**config.mk**
```make
export PLATFORM = sky130hd
export DESIGN_NAME = hpp_host_port
export DESIGN_NICKNAME = d
export VERILOG_FILES = /design/src/pkg/hpp_pkg.sv /design/src/verilog/hpp_pin_cell.sv /design/src/verilog/hpp_edge_det.sv /design/src/verilog/hpp_host_port.sv
export SDC_FILE = /design/constraint.sdc
export NUM_CORES = 1
export LEC_CHECK = 0
export CAP_MARGIN = 20
export CELL_PAD_IN_SITES_DETAIL_PLACEMENT = 0
export CELL_PAD_IN_SITES_GLOBAL_PLACEMENT = 2
export CORE_MARGIN = 3
export CORE_UTILIZATION = 25
export CTS_BUF_LIST = sky130_fd_sc_hd__clkbuf_4 sky130_fd_sc_hd__clkbuf_8
export DETAILED_ROUTE_END_ITERATION = 10
export DONT_BUFFER_PORTS = 1
export GPL_ROUTABILITY_DRIVEN = 1
export MAX_ROUTING_LAYER = met4
export PLACE_DENSITY_LB_ADDON = 0.1
export SLEW_MARGIN = 20
export SYNTH_ARGS = -nofsm -noshare
export SYNTH_HDL_FRONTEND = slang
export SYNTH_SLANG_ARGS = --single-unit
```
**constraint.sdc**
```tcl
create_clock -name core_clk_in -period 2.25 [get_ports core_clk_in]
set_clock_uncertainty 0.05 [all_clocks]
set_input_delay 0.225 -clock core_clk_in [delete_from_list [all_inputs] [get_ports core_clk_in]]
set_output_delay 0.225 -clock core_clk_in [all_outputs]
set_load 0.03 [all_outputs]
```
**src/pkg/hpp_pkg.sv**
```systemverilog
// constants and carriers for the host port pin block
// assumes one 25 MHz core clock and port B pins 5..15
package hpp_pkg;

  // ==========================================
  // pin map: vector index 0 is port B pin 5
  localparam int PIN_COUNT = 11;
  localparam int IDX_DATA  = 0;
  localparam int IDX_ADDR  = 3;
  localparam int IDX_DIR   = 6;
  localparam int IDX_XFER  = 7;
  localparam int IDX_SEL   = 8;
  localparam int IDX_REQ   = 9;
  localparam int IDX_ACK   = 10;

  // ==========================================
  // modes
  localparam logic STYLE_SINGLE = 1'b0;
  localparam logic STYLE_DOUBLE = 1'b1;
  localparam logic RMODE_SHARED = 1'b0;
  localparam logic RMODE_SPLIT  = 1'b1;

  // ==========================================
  // reset values
  localparam logic [10:0] PIN_OE_RST  = 11'h000;
  localparam logic [10:0] PIN_OUT_RST = 11'h7ff;
  localparam logic        PIN_IDLE    = 1'b1;

  typedef enum logic [1:0] {
    ST_IDLE = 2'b01,
    ST_HOLD = 2'b10
  } hpp_state_t;

  // sampled host pins, strobes active low
  typedef struct packed {
    logic       dir;
    logic       xfer_n;
    logic       sel_n;
    logic [2:0] addr;
    logic [2:0] data;
  } hpp_pins_t;

  localparam hpp_pins_t PINS_RST = '{
    dir: 1'b1, xfer_n: 1'b1, sel_n: 1'b1,
    addr: 3'h0, data: 3'h0};

  // one register access toward the register bank
  typedef struct packed {
    logic       rd;
    logic       wr;
    logic [2:0] addr;
    logic [2:0] data;
  } hpp_access_t;

  localparam hpp_access_t ACC_RST = '{
    rd: 1'b0, wr: 1'b0, addr: 3'h0, data: 3'h0};

endpackage : hpp_pkg

```
**src/verilog/hpp_pin_cell.sv**
```systemverilog
// one shared pin: host function or port B general purpose
// assumes caller gates enable and reset
`timescale 1ns/10ps
module hpp_pin_cell #(
  parameter logic OUT_RST = 1'b1
) (
  // clock and control
  input  wire logic clk_in,
  input  wire logic reset_in,
  input  wire logic en_in,
  // selection
  input  wire logic host_mode_in,
  input  wire logic host_pull_in,
  // general purpose side
  input  wire logic gpio_out_in,
  input  wire logic gpio_oe_in,
  // pad
  output logic      pin_out,
  output logic      pin_oe_out
);

  // host side only ever pulls low (open drain)
  wire logic next_oe  = host_mode_in ? host_pull_in : gpio_oe_in;
  wire logic next_out = host_mode_in ? 1'b0 : gpio_out_in;

  always_ff @(posedge clk_in or posedge reset_in)
  begin
    if (reset_in)
    begin
      pin_oe_out <= 1'b0;
      pin_out    <= OUT_RST;
    end
    else if (en_in)
    begin
      pin_oe_out <= next_oe;
      pin_out    <= next_out;
    end
  end

endmodule : hpp_pin_cell

```
**src/verilog/hpp_edge_det.sv**
```systemverilog
// assertion edge of a sampled active level
// assumes level is already synchronous
`timescale 1ns/10ps
module hpp_edge_det (
  // clock and control
  input  wire logic clk_in,
  input  wire logic reset_in,
  input  wire logic en_in,
  // level in, edge out
  input  wire logic level_in,
  output logic      rise_out
);

  logic prev;

  assign rise_out = level_in & ~prev;

  always_ff @(posedge clk_in or posedge reset_in)
  begin
    if (reset_in)
      prev <= 1'b0;
    else if (en_in)
      prev <= level_in;
  end

endmodule : hpp_edge_det

```
**src/verilog/hpp_host_port.sv**
```systemverilog
// host port pin logic: strobes, addressing, requests
// assumes pins synchronous to core_clk_in, pads resolved outside
`timescale 1ns/10ps

// How it works
// - data lines are inputs, dead during reset
// - three address lines pick the register
// - address lines dead during reset
// - unselected: pins act as port B
// - single strobe: direction input picks read/write
// - double strobe: direction pin strobes reads
// - single strobe: transfer needs chip select
// - double strobe: transfer pin strobes writes
// - mode zero: one open-drain service request
// - mode one: same pin is transmit request
// - mode one: acknowledge pin is receive request
// - mode zero: acknowledge pin is host input
module hpp_host_port (
  // clock, reset, enable
  input  wire logic                     core_clk_in,
  input  wire logic                     reset_in,
  input  wire logic                     clk_en_in,
  // configuration
  input  wire logic                     host_sel_in,
  input  wire logic                     bus_style_in,
  input  wire logic                     request_mode_select_in,
  // request sources
  input  wire logic                     svc_req_in,
  input  wire logic                     tx_req_in,
  input  wire logic                     rx_req_in,
  // port B general purpose side
  input  wire logic [10:0]              gpio_out_in,
  input  wire logic [10:0]              gpio_oe_in,
  output logic [10:0]                   gpio_din_out,
  // pads, port B pins 5..15
  input  wire logic [10:0]              portb_pin_in,
  output logic [10:0]                   portb_pin_out,
  output logic [10:0]                   portb_pin_oe_out,
  // register access and acknowledge
  output hpp_pkg::hpp_access_t          reg_access_out,
  output logic                          host_acknowledge_out
);

  // ==========================================
  // sampled host pins
  hpp_pkg::hpp_pins_t smp;
  hpp_pkg::hpp_pins_t next_smp;
  hpp_pkg::hpp_state_t state;
  hpp_pkg::hpp_state_t next_state;
  hpp_pkg::hpp_access_t next_acc;

  wire logic [2:0] pin_data = portb_pin_in[hpp_pkg::IDX_DATA +: 3];
  wire logic [2:0] pin_addr = portb_pin_in[hpp_pkg::IDX_ADDR +: 3];

  // outside host mode the sample stays idle
  assign next_smp = host_sel_in ? hpp_pkg::hpp_pins_t'{
    dir:    portb_pin_in[hpp_pkg::IDX_DIR],
    xfer_n: portb_pin_in[hpp_pkg::IDX_XFER],
    sel_n:  portb_pin_in[hpp_pkg::IDX_SEL],
    addr:   pin_addr,
    data:   pin_data}
    : hpp_pkg::PINS_RST;

  // reset holds the sample at idle: inputs disconnected
  always_ff @(posedge core_clk_in or posedge reset_in)
  begin
    if (reset_in)
      smp <= hpp_pkg::PINS_RST;
    else if (clk_en_in)
      smp <= next_smp;
  end

  // ==========================================
  // strobe decode
  wire logic is_double = (bus_style_in == hpp_pkg::STYLE_DOUBLE);
  wire logic cs_act    = ~smp.sel_n;
  wire logic rd_level  = is_double & ~smp.dir & cs_act;
  wire logic xf_level  = ~smp.xfer_n & cs_act;
  wire logic rise_rd;
  wire logic rise_xf;

  hpp_edge_det u_det_rd (
    .clk_in   (core_clk_in),
    .reset_in (reset_in),
    .en_in    (clk_en_in),
    .level_in (rd_level),
    .rise_out (rise_rd)
  );

  hpp_edge_det u_det_xf (
    .clk_in   (core_clk_in),
    .reset_in (reset_in),
    .en_in    (clk_en_in),
    .level_in (xf_level),
    .rise_out (rise_xf)
  );

  // single strobe: direction input high means read
  wire logic start_rd = is_double ? rise_rd
                                  : rise_xf & smp.dir;
  wire logic start_wr = is_double ? rise_xf
                                  : rise_xf & ~smp.dir;
  wire logic strobes_off = ~rd_level & ~xf_level;

  // ==========================================
  // access sequencer: one access per strobe
  always_comb
  begin
    next_state = state;
    next_acc   = hpp_pkg::ACC_RST;
    case (state)
      hpp_pkg::ST_IDLE:
      begin
        if (start_rd | start_wr)
        begin
          next_state    = hpp_pkg::ST_HOLD;
          next_acc.rd   = start_rd;
          next_acc.wr   = start_wr;
          next_acc.addr = smp.addr;
          next_acc.data = smp.data;
        end
      end
      hpp_pkg::ST_HOLD:
      begin
        // wait for release so a long strobe is one access
        if (strobes_off)
          next_state = hpp_pkg::ST_IDLE;
      end
      default:
        next_state = hpp_pkg::ST_IDLE;
    endcase
  end

  always_ff @(posedge core_clk_in or posedge reset_in)
  begin
    if (reset_in)
    begin
      state          <= hpp_pkg::ST_IDLE;
      reg_access_out <= hpp_pkg::ACC_RST;
    end
    else if (clk_en_in)
    begin
      state          <= next_state;
      reg_access_out <= next_acc;
    end
  end

  // ==========================================
  // requests and acknowledge
  wire logic split  = (request_mode_select_in == hpp_pkg::RMODE_SPLIT);
  wire logic req_tx = split ? tx_req_in : svc_req_in;
  wire logic req_rx = split & rx_req_in;
  wire logic next_ack = host_sel_in & ~split
                      & ~portb_pin_in[hpp_pkg::IDX_ACK];

  // only the two request pins ever pull in host mode
  wire logic [10:0] host_pull = {req_rx, req_tx, 9'h000};

  always_ff @(posedge core_clk_in or posedge reset_in)
  begin
    if (reset_in)
    begin
      host_acknowledge_out <= 1'b0;
      gpio_din_out         <= 11'h000;
    end
    else if (clk_en_in)
    begin
      host_acknowledge_out <= next_ack;
      gpio_din_out         <= portb_pin_in;
    end
  end

  // ==========================================
  // pad cells
  genvar g;
  generate
    for (g = 0; g < hpp_pkg::PIN_COUNT; g++)
    begin : g_pin
      hpp_pin_cell #(
        .OUT_RST (hpp_pkg::PIN_OUT_RST[g])
      ) u_cell (
        .clk_in       (core_clk_in),
        .reset_in     (reset_in),
        .en_in        (clk_en_in),
        .host_mode_in (host_sel_in),
        .host_pull_in (host_pull[g]),
        .gpio_out_in  (gpio_out_in[g]),
        .gpio_oe_in   (gpio_oe_in[g]),
        .pin_out      (portb_pin_out[g]),
        .pin_oe_out   (portb_pin_oe_out[g])
      );
    end
  endgenerate
endmodule : hpp_host_port

```
==> results.tsv, run 1 <==
stage	metric	value	unit
status	outcome	completed	
timing	max_freq	677	MHz
clocking	root_buffer	clkbuf_8	
clocking	cts_buffers	5	
synth	syn_area_per_cell	13.4	sq um
timing	period_needed	1.48	ns
timing	slew_headroom	62.8	%
setup_path	worstPathCellList	dlygate4sd3_1, nor2_1, a31oi_1, dlygate4sd3_1	
final_layout	nFillCells	876	
worst_hold_path	whs_endpoint	gpio_din_out[8]	
synth	synth_compound_area_share	18.1	%
floorplan	core	8810	sq um
timing	rsz0062_at_grt	false	
final_layout	drive_above_1_share	17.7	%
synth	yosysTopAreaCell	dfrtp_1	
floorplan	die_x	102	microns
final_layout	syn_to_final_growth	16.5	%
clocking	ctsHoldBuffers	33	
clocking	clkTransAtPathRegs	0.10	ns
setup_path	r2r_slack	0.82	ns
timing	whs	0.0169	ns
global_routing	track_usage	11.0	%
global_routing	grt_pass1_vias	1542	
global_routing	antenna_found_initial	0	
synth	synth_adder_area_share	0	%
worst_hold_path	whs_path_depth	1	
timing	drv_slew	0	
routing	drtPass1Iterations	4	
setup_path	slowest_delay	0.67	ns
setup_path	r2r-start	smp[7]	
global_routing	grt_pass1_wl	8.38	mm
final_layout	final_cells	294	
power	p_leak	1.17	nW
placed_design	pre_cts_ws	0.887	ns
final_layout	final_common_cell	dfrtp_1	
routing	route.detailed.drc	0	
clocking	cts_tree	yes	
synth	synth_area	2300	sq um
synth	synth.area.top_cells	dfrtp_1 44%, dfstp_2 17%, a22o_1 13%	
final_layout	n_antenna_cell	0	
power	pwr_density_cell	748	nW/um^2
setup_path	crit_slowest_cell	dlygate4sd3_1	
synth	async_flop_share	100	%
global_routing	grt_util_met3	3.82	%
final_layout	mostFrequentLayoutCells	40 x dfrtp_1, 34 x dlygate4sd3_1, 33 x a22o_1	
placed_design	detailed_place_hpwl	3.65	mm
synth	syn_nets	214	
synth	synth_seq_cells	55	
global_routing	use_met1	12.9	%
setup_path	end_kind	flip-flop	
placed_design	post-place-cells	252	
routing	vias	1375	
synth	synthXorXnorAreaFrac	0	%
routing	vias_per_cell	4.68	
timing	worst_slew_pin_slew	0.557	ns
final_layout	register_area	1400	sq um
synth	syn_inst	172	
job	maxCapViolations	0	
global_routing	grt_max_degree	27	
setup_path	critPathMaxFanout	20	
global_routing	met2_usage	18.3	%
floorplan	rows	34	
setup_path	start_kind	input pin	
synth	yosysWarningCount	0	
setup_path	worstRegToRegCells	3	
worst_hold_path	worstHoldStart	clk_en_in	
placed_design	numPortBuffers	0	
synth	synth_top_family_by_area	compound AO/OA/AOI/OAI gates	
clocking	clk_latency	0.30	ns
clocking	cts-resized-gates	0	
synth	synth.area.mux_share	5.82	%
global_routing	grt-ovfl-total	0	
worst_hold_path	min_path_type	in2reg	
placed_design	placement.cell_area	2250	sq um
setup_path	cp_common_cell	dlygate4sd3_1	
final_layout	fin_area	2680	sq um
routing	first_iter_violations	56	
final_layout	multi_input_area	674	sq um
timing	setup_ws	0.774	ns
clocking	clockBufferDepth	2	
synth	ys_seq_area_share	60.7	%
clocking	post_cts_buffers	0	
placed_design	gp_congestion	0.708	
synth	synthFlopType	dfrtp_1	
floorplan	io_pins	84	
setup_path	crit_type	in2reg	
synth	synth_edf_count	0	
floorplan	start_util	26.1	%
power	p_total	2.00	mW
timing	hold_viol	0	
setup_path	timing.rr.end	smp[7]	
floorplan	die-area	10400	sq um
power	peakVddDrop	0.000382	V
setup_path	crit_required	2.45	ns
final_layout	post-route-util	30.4	%
timing	setup_tns	0	ns
synth	synth_cell_types	31	
timing	final-setup-viol-count	0	
setup_path	arrival	1.68	ns
routing	postRouteWirelength	5.58	mm
synth	synth_simple_gate_area_share	5.39	%
floorplan	die_h	102	microns
global_routing	grt-busiest-layer	met2	
timing	finalCritPeriodShare	65.6	%
synth	netlist.area_leader.share	43.5	%
final_layout	nets	227	
routing	drtAntennaViolNets	0	
clocking	cts_sinks	55	
routing	routedWlPerCell	19.0	microns
clocking	htreeDepth	2	
## registers in the layout (all words and copies together) (netlist names)
register / flops
smp: 9
host_acknowledge_out: 1
g_pin.u_cell.pin_oe_out: 11
reg_access_out: 8
u_det_xf.prev: 1
state: 2
gpio_din_out: 11
u_det_rd.prev: 1
g_pin.u_cell.pin_out: 11
## power breakdown
group | switching [mW] | internal, mW | total, mW
clock | 0.318 | 0.244 | 0.562
combinational | 0.0859 | 0.109 | 0.195
sequential | 0.171 | 1.08 | 1.25
## cell usage after synthesis (2+ instances only)
| master | number |
|---|---|
| o2bb2ai_1 | 2 |
| dfrtp_1 | 40 |
| nand2_1 | 2 |
| o22a_1 | 2 |
| nand2b_1 | 2 |
| inv_1 | 3 |
| nor2b_1 | 2 |
| mux2_1 | 11 |
| dfstp_2 | 15 |
| buf_2 | 9 |
| buf_4 | 22 |
| a31oi_1 | 2 |
| a21oi_1 | 3 |
| a21o_1 | 2 |
| a22o_1 | 33 |
| nor2_1 | 7 |
## critical path, delay by kind of cell
family | cells | cell delay [ns]
simple gates | 1 | 0.08
buf+inv | 2 | 1.23
compound gates | 1 | 0.14
## worst max path at each step
stage                       start                          to  slack [ns]
global route            clk_en_in                      smp[7]        0.69
detailed placement  u_det_rd.prev           reg_access_out[1]        0.89
global placement    u_det_rd.prev           reg_access_out[2]        0.91
finish                  clk_en_in                      smp[7]        0.77
floorplan                reset_in  g_pin[0].u_cell.pin_oe_out        0.66
CTS                     clk_en_in                      smp[7]        0.77
## area by class of cell
cell class | count | share of cell area [%]
tap | 108 | 5.04
timing repair buffer | 38 | 13.8
clock inverter | 1 | 0.187
multi-input combinational | 81 | 25.2
inverter | 4 | 0.560
sequential | 55 | 52.1
clock buffer | 7 | 3.13
## routing by layer
| metal | wire length [microns] | vias to the layer above |
|---|---|---|
| li1 | - | 627 |
| met1 | 2330 | 688 |
| met2 | 2750 | 58 |
| met3 | 465 | 2 |
| met4 | 24 | 0 |
| met5 | 0 | - |
## logic make-up after synthesis
group,count (synthesis)
AOI/OAI and AO/OA,49
buffers and inverters,36
DFF,55
muxes,12
and+or+nand+nor,20
No activity file was read; power rests on OpenSTA's default activity.
==> inputs of run 2 (changes only) <==
Clock period 2.25 ns to 1.5 ns, I/O delays scaled along.
==> results.tsv, run 2 (synthesized netlist as in run 1, its figures left out) <==
stage	metric	value	unit	change
worst_hold_path	min_path_type	in2reg		unchanged
timing	final-setup-viol-count	0		unchanged
timing	max_freq	704	MHz	
final_layout	post-route-util	31.2	%	was 30.4%
timing	period_needed	1.42	ns	
floorplan	die-area	10400	sq um	unchanged
floorplan	start_util	26.1	%	unchanged
global_routing	grt_util_met3	3.34	%	was 3.82%
final_layout	final_common_cell	dfrtp_1		unchanged
clocking	htreeDepth	2		unchanged
power	sw_frac_of_total	27.9	%	was 28.7%
global_routing	grt-ovfl-total	0		unchanged
timing	finalCritPeriodShare	94.7	%	
final_layout	mostFrequentLayoutCells	40 x dfrtp_1, 38 x dlygate4sd3_1, 33 x a22o_1		was 40 x dfrtp_1, 34 x dlygate4sd3_1, 33 x a22o_1
routing	routedWlPerCell	18.9	microns	was 19.0 microns
final_layout	fin_area	2750	sq um	was 2680 sq um
power	pwr_density_cell	1160	nW/um^2	was 748 nW/um^2
final_layout	n_antenna_cell	0		unchanged
setup_path	r2r-start	smp[7]		unchanged
placed_design	detailed_place_hpwl	3.59	mm	was 3.65 mm
setup_path	arrival	1.62	ns	was 1.68 ns
clocking	clockBufferDepth	2		unchanged
clocking	post_cts_buffers	0		unchanged
clocking	clkTransAtPathRegs	0.10	ns	about the same
routing	drtAntennaViolNets	0		unchanged
global_routing	grt_max_degree	33		was 27
global_routing	grt_pass1_vias	1584		was 1,542
power	peakVddDrop	0.000385	V	was 0.000382 V
timing	worst_slew_pin_slew	0.735	ns	was 0.557 ns
floorplan	die_h	102	microns	unchanged
floorplan	io_pins	84		unchanged
global_routing	use_met1	12.3	%	was 12.9%
placed_design	placement.cell_area	2260	sq um	was 2250 sq um
power	p_int	2.29	mW	was 1.43 mW
routing	route.detailed.drc	0		unchanged
clocking	cts_tree	yes		unchanged
setup_path	crit_start	smp[7]		was clk_en_in
global_routing	met2_usage	19.3	%	was 18.3%
global_routing	grt_pass1_wl	8.43	mm	was 8.38 mm
final_layout	syn_to_final_growth	19.7	%	was 16.5%
power	comb_power_share	9.8	%	was 9.7%
setup_path	crit_required	1.70	ns	was 2.45 ns
final_layout	reg_top3	g_pin.u_cell.pin_oe_out x11, g_pin.u_cell.pin_out x11, gpio_din_out x11		unchanged
placed_design	gp_congestion	0.721		was 0.708
routing	vias_per_cell	4.84		was 4.68
floorplan	core	8810	sq um	unchanged
floorplan	die_x	102	microns	unchanged
final_layout	drive_above_1_share	16.4	%	was 17.7%
power	clockPowerShare	31.4	%	was 28.1%
setup_path	critPathMaxFanout	5		was 20
clocking	ctsHoldBuffers	38		was 33
setup_path	start_kind	flip-flop		was input pin
status	outcome	completed		unchanged
timing	drv_slew	0		unchanged
power	sequentialPowerShare	58.9	%	was 62.2%
clocking	cts-resized-gates	0		unchanged
floorplan	rows	34		unchanged
clocking	clk_latency	0.30	ns	about the same
final_layout	nets	230		was 227
final_layout	nFillCells	872		was 876
timing	setup_tns	0	ns	unchanged
routing	drtPass1Iterations	4		unchanged
global_routing	grt-busiest-layer	met2		unchanged
routing	postRouteWirelength	5.62	mm	was 5.58 mm
routing	first_iter_violations	45		was 56
timing	hold_viol	0		unchanged
timing	rsz0062_at_grt	false		unchanged
global_routing	antenna_found_initial	0		unchanged
clocking	cts_sinks	55		unchanged
power	p_leak	1.18	nW	was 1.17 nW
setup_path	crit_type	reg2reg		was in2reg
global_routing	track_usage	11.1	%	was 11.0%
placed_design	numPortBuffers	0		unchanged
power	p_total	3.18	mW	was 2.00 mW
clocking	cts_buffers	5		unchanged
clocking	root_buffer	clkbuf_8		unchanged
timing	setup_ws	0.0788	ns	was 0.774 ns
setup_path	end_kind	flip-flop		unchanged
worst_hold_path	worstHoldStart	clk_en_in		unchanged
routing	vias	1438		was 1,375
timing	slew_headroom	50.8	%	was 62.8%
power	p_sw	888	uW	was 575 uW
job	maxCapViolations	0		unchanged
placed_design	pre_cts_ws	0.122	ns	was 0.887 ns
-- run 2: cell types whose count changed in the layout (fill, tap and decap cells not counted), sizes merged --
| cell | delta |
|---|---|
| dlygate4sd3 | +4 |
| buf | -1 |
| bufinv | +1 |
| clkinvlp | +1 |
| clkbuf | -2 |
-- run 2: per-layer routing --
| metal | up-vias | part of all wire (%) |
|---|---|---|
| met3 | 5 | 8.0 |
| met2 | 69 | 49 |
| met1 | 734 | 42 |
| met4 | 0 | 0.94 |
| met5 | - | 0 |
| li1 | 630 | - |
-- run 2: area by class of cell --
type / count / area [sq um] / area share, %
clock buffers: 5 / 68.8 / 2.50
clock inverters: 3 / 42.5 / 1.55
inverters: 4 / 18.8 / 0.682
multi-input cells: 81 / 674 / 24.5
flip-flops and latches: 55 / 1400 / 50.7
well taps: 108 / 135 / 4.91
repair buffers: 41 / 415 / 15.1
-- run 2: through the flow --
step	hold slack [ns]	instances
final	0.0305	297
after global routing	0.0103	297
after CTS	0.0129	297
after detailed placement	0.0458	251
after global placement	0.0407	251
after floorplan	0.169	172
-- run 2: power by group through the flow --
| stage | clock [mW] | combinational, mW | sequential [mW] |
|---|---|---|---|
| 2_1_floorplan | 0 | 0.357 | 1.77 |
| 3_3_place_gp | 0 | 0.210 | 1.90 |
| 3_5_place_dp | 0 | 0.218 | 1.90 |
| 4_1_cts | 1.05 | 0.317 | 1.87 |
| 5_1_grt | 1.09 | 0.343 | 1.89 |
| 6_report | 0.997 | 0.310 | 1.87 |
-- run 2: path summary, 6_finish.rpt --
| path | to | slack [ns] | cells after the start |
|---|---|---|---|
| min in group asynchronous | g_pin[10].u_cell.pin_oe_out | 0.32 | 2 |
| worst max register to register | smp[7] | 0.08 | 3 |
| worst min-delay path | reg_access_out[6] | 0.03 | 2 |
| max in group asynchronous | state[0] | 0.48 | 3 |
| worst min register to register | reg_access_out[4] | 0.45 | 1 |
| worst max-delay path | smp[7] | 0.08 | 3 |
-- run 2: critical path: stages, from the launching register on --
cell and delay (ns):
dfstp_2 0.58, nor2_1 0.05, a31oi_1 0.12, dlygate4sd3_1 0.56
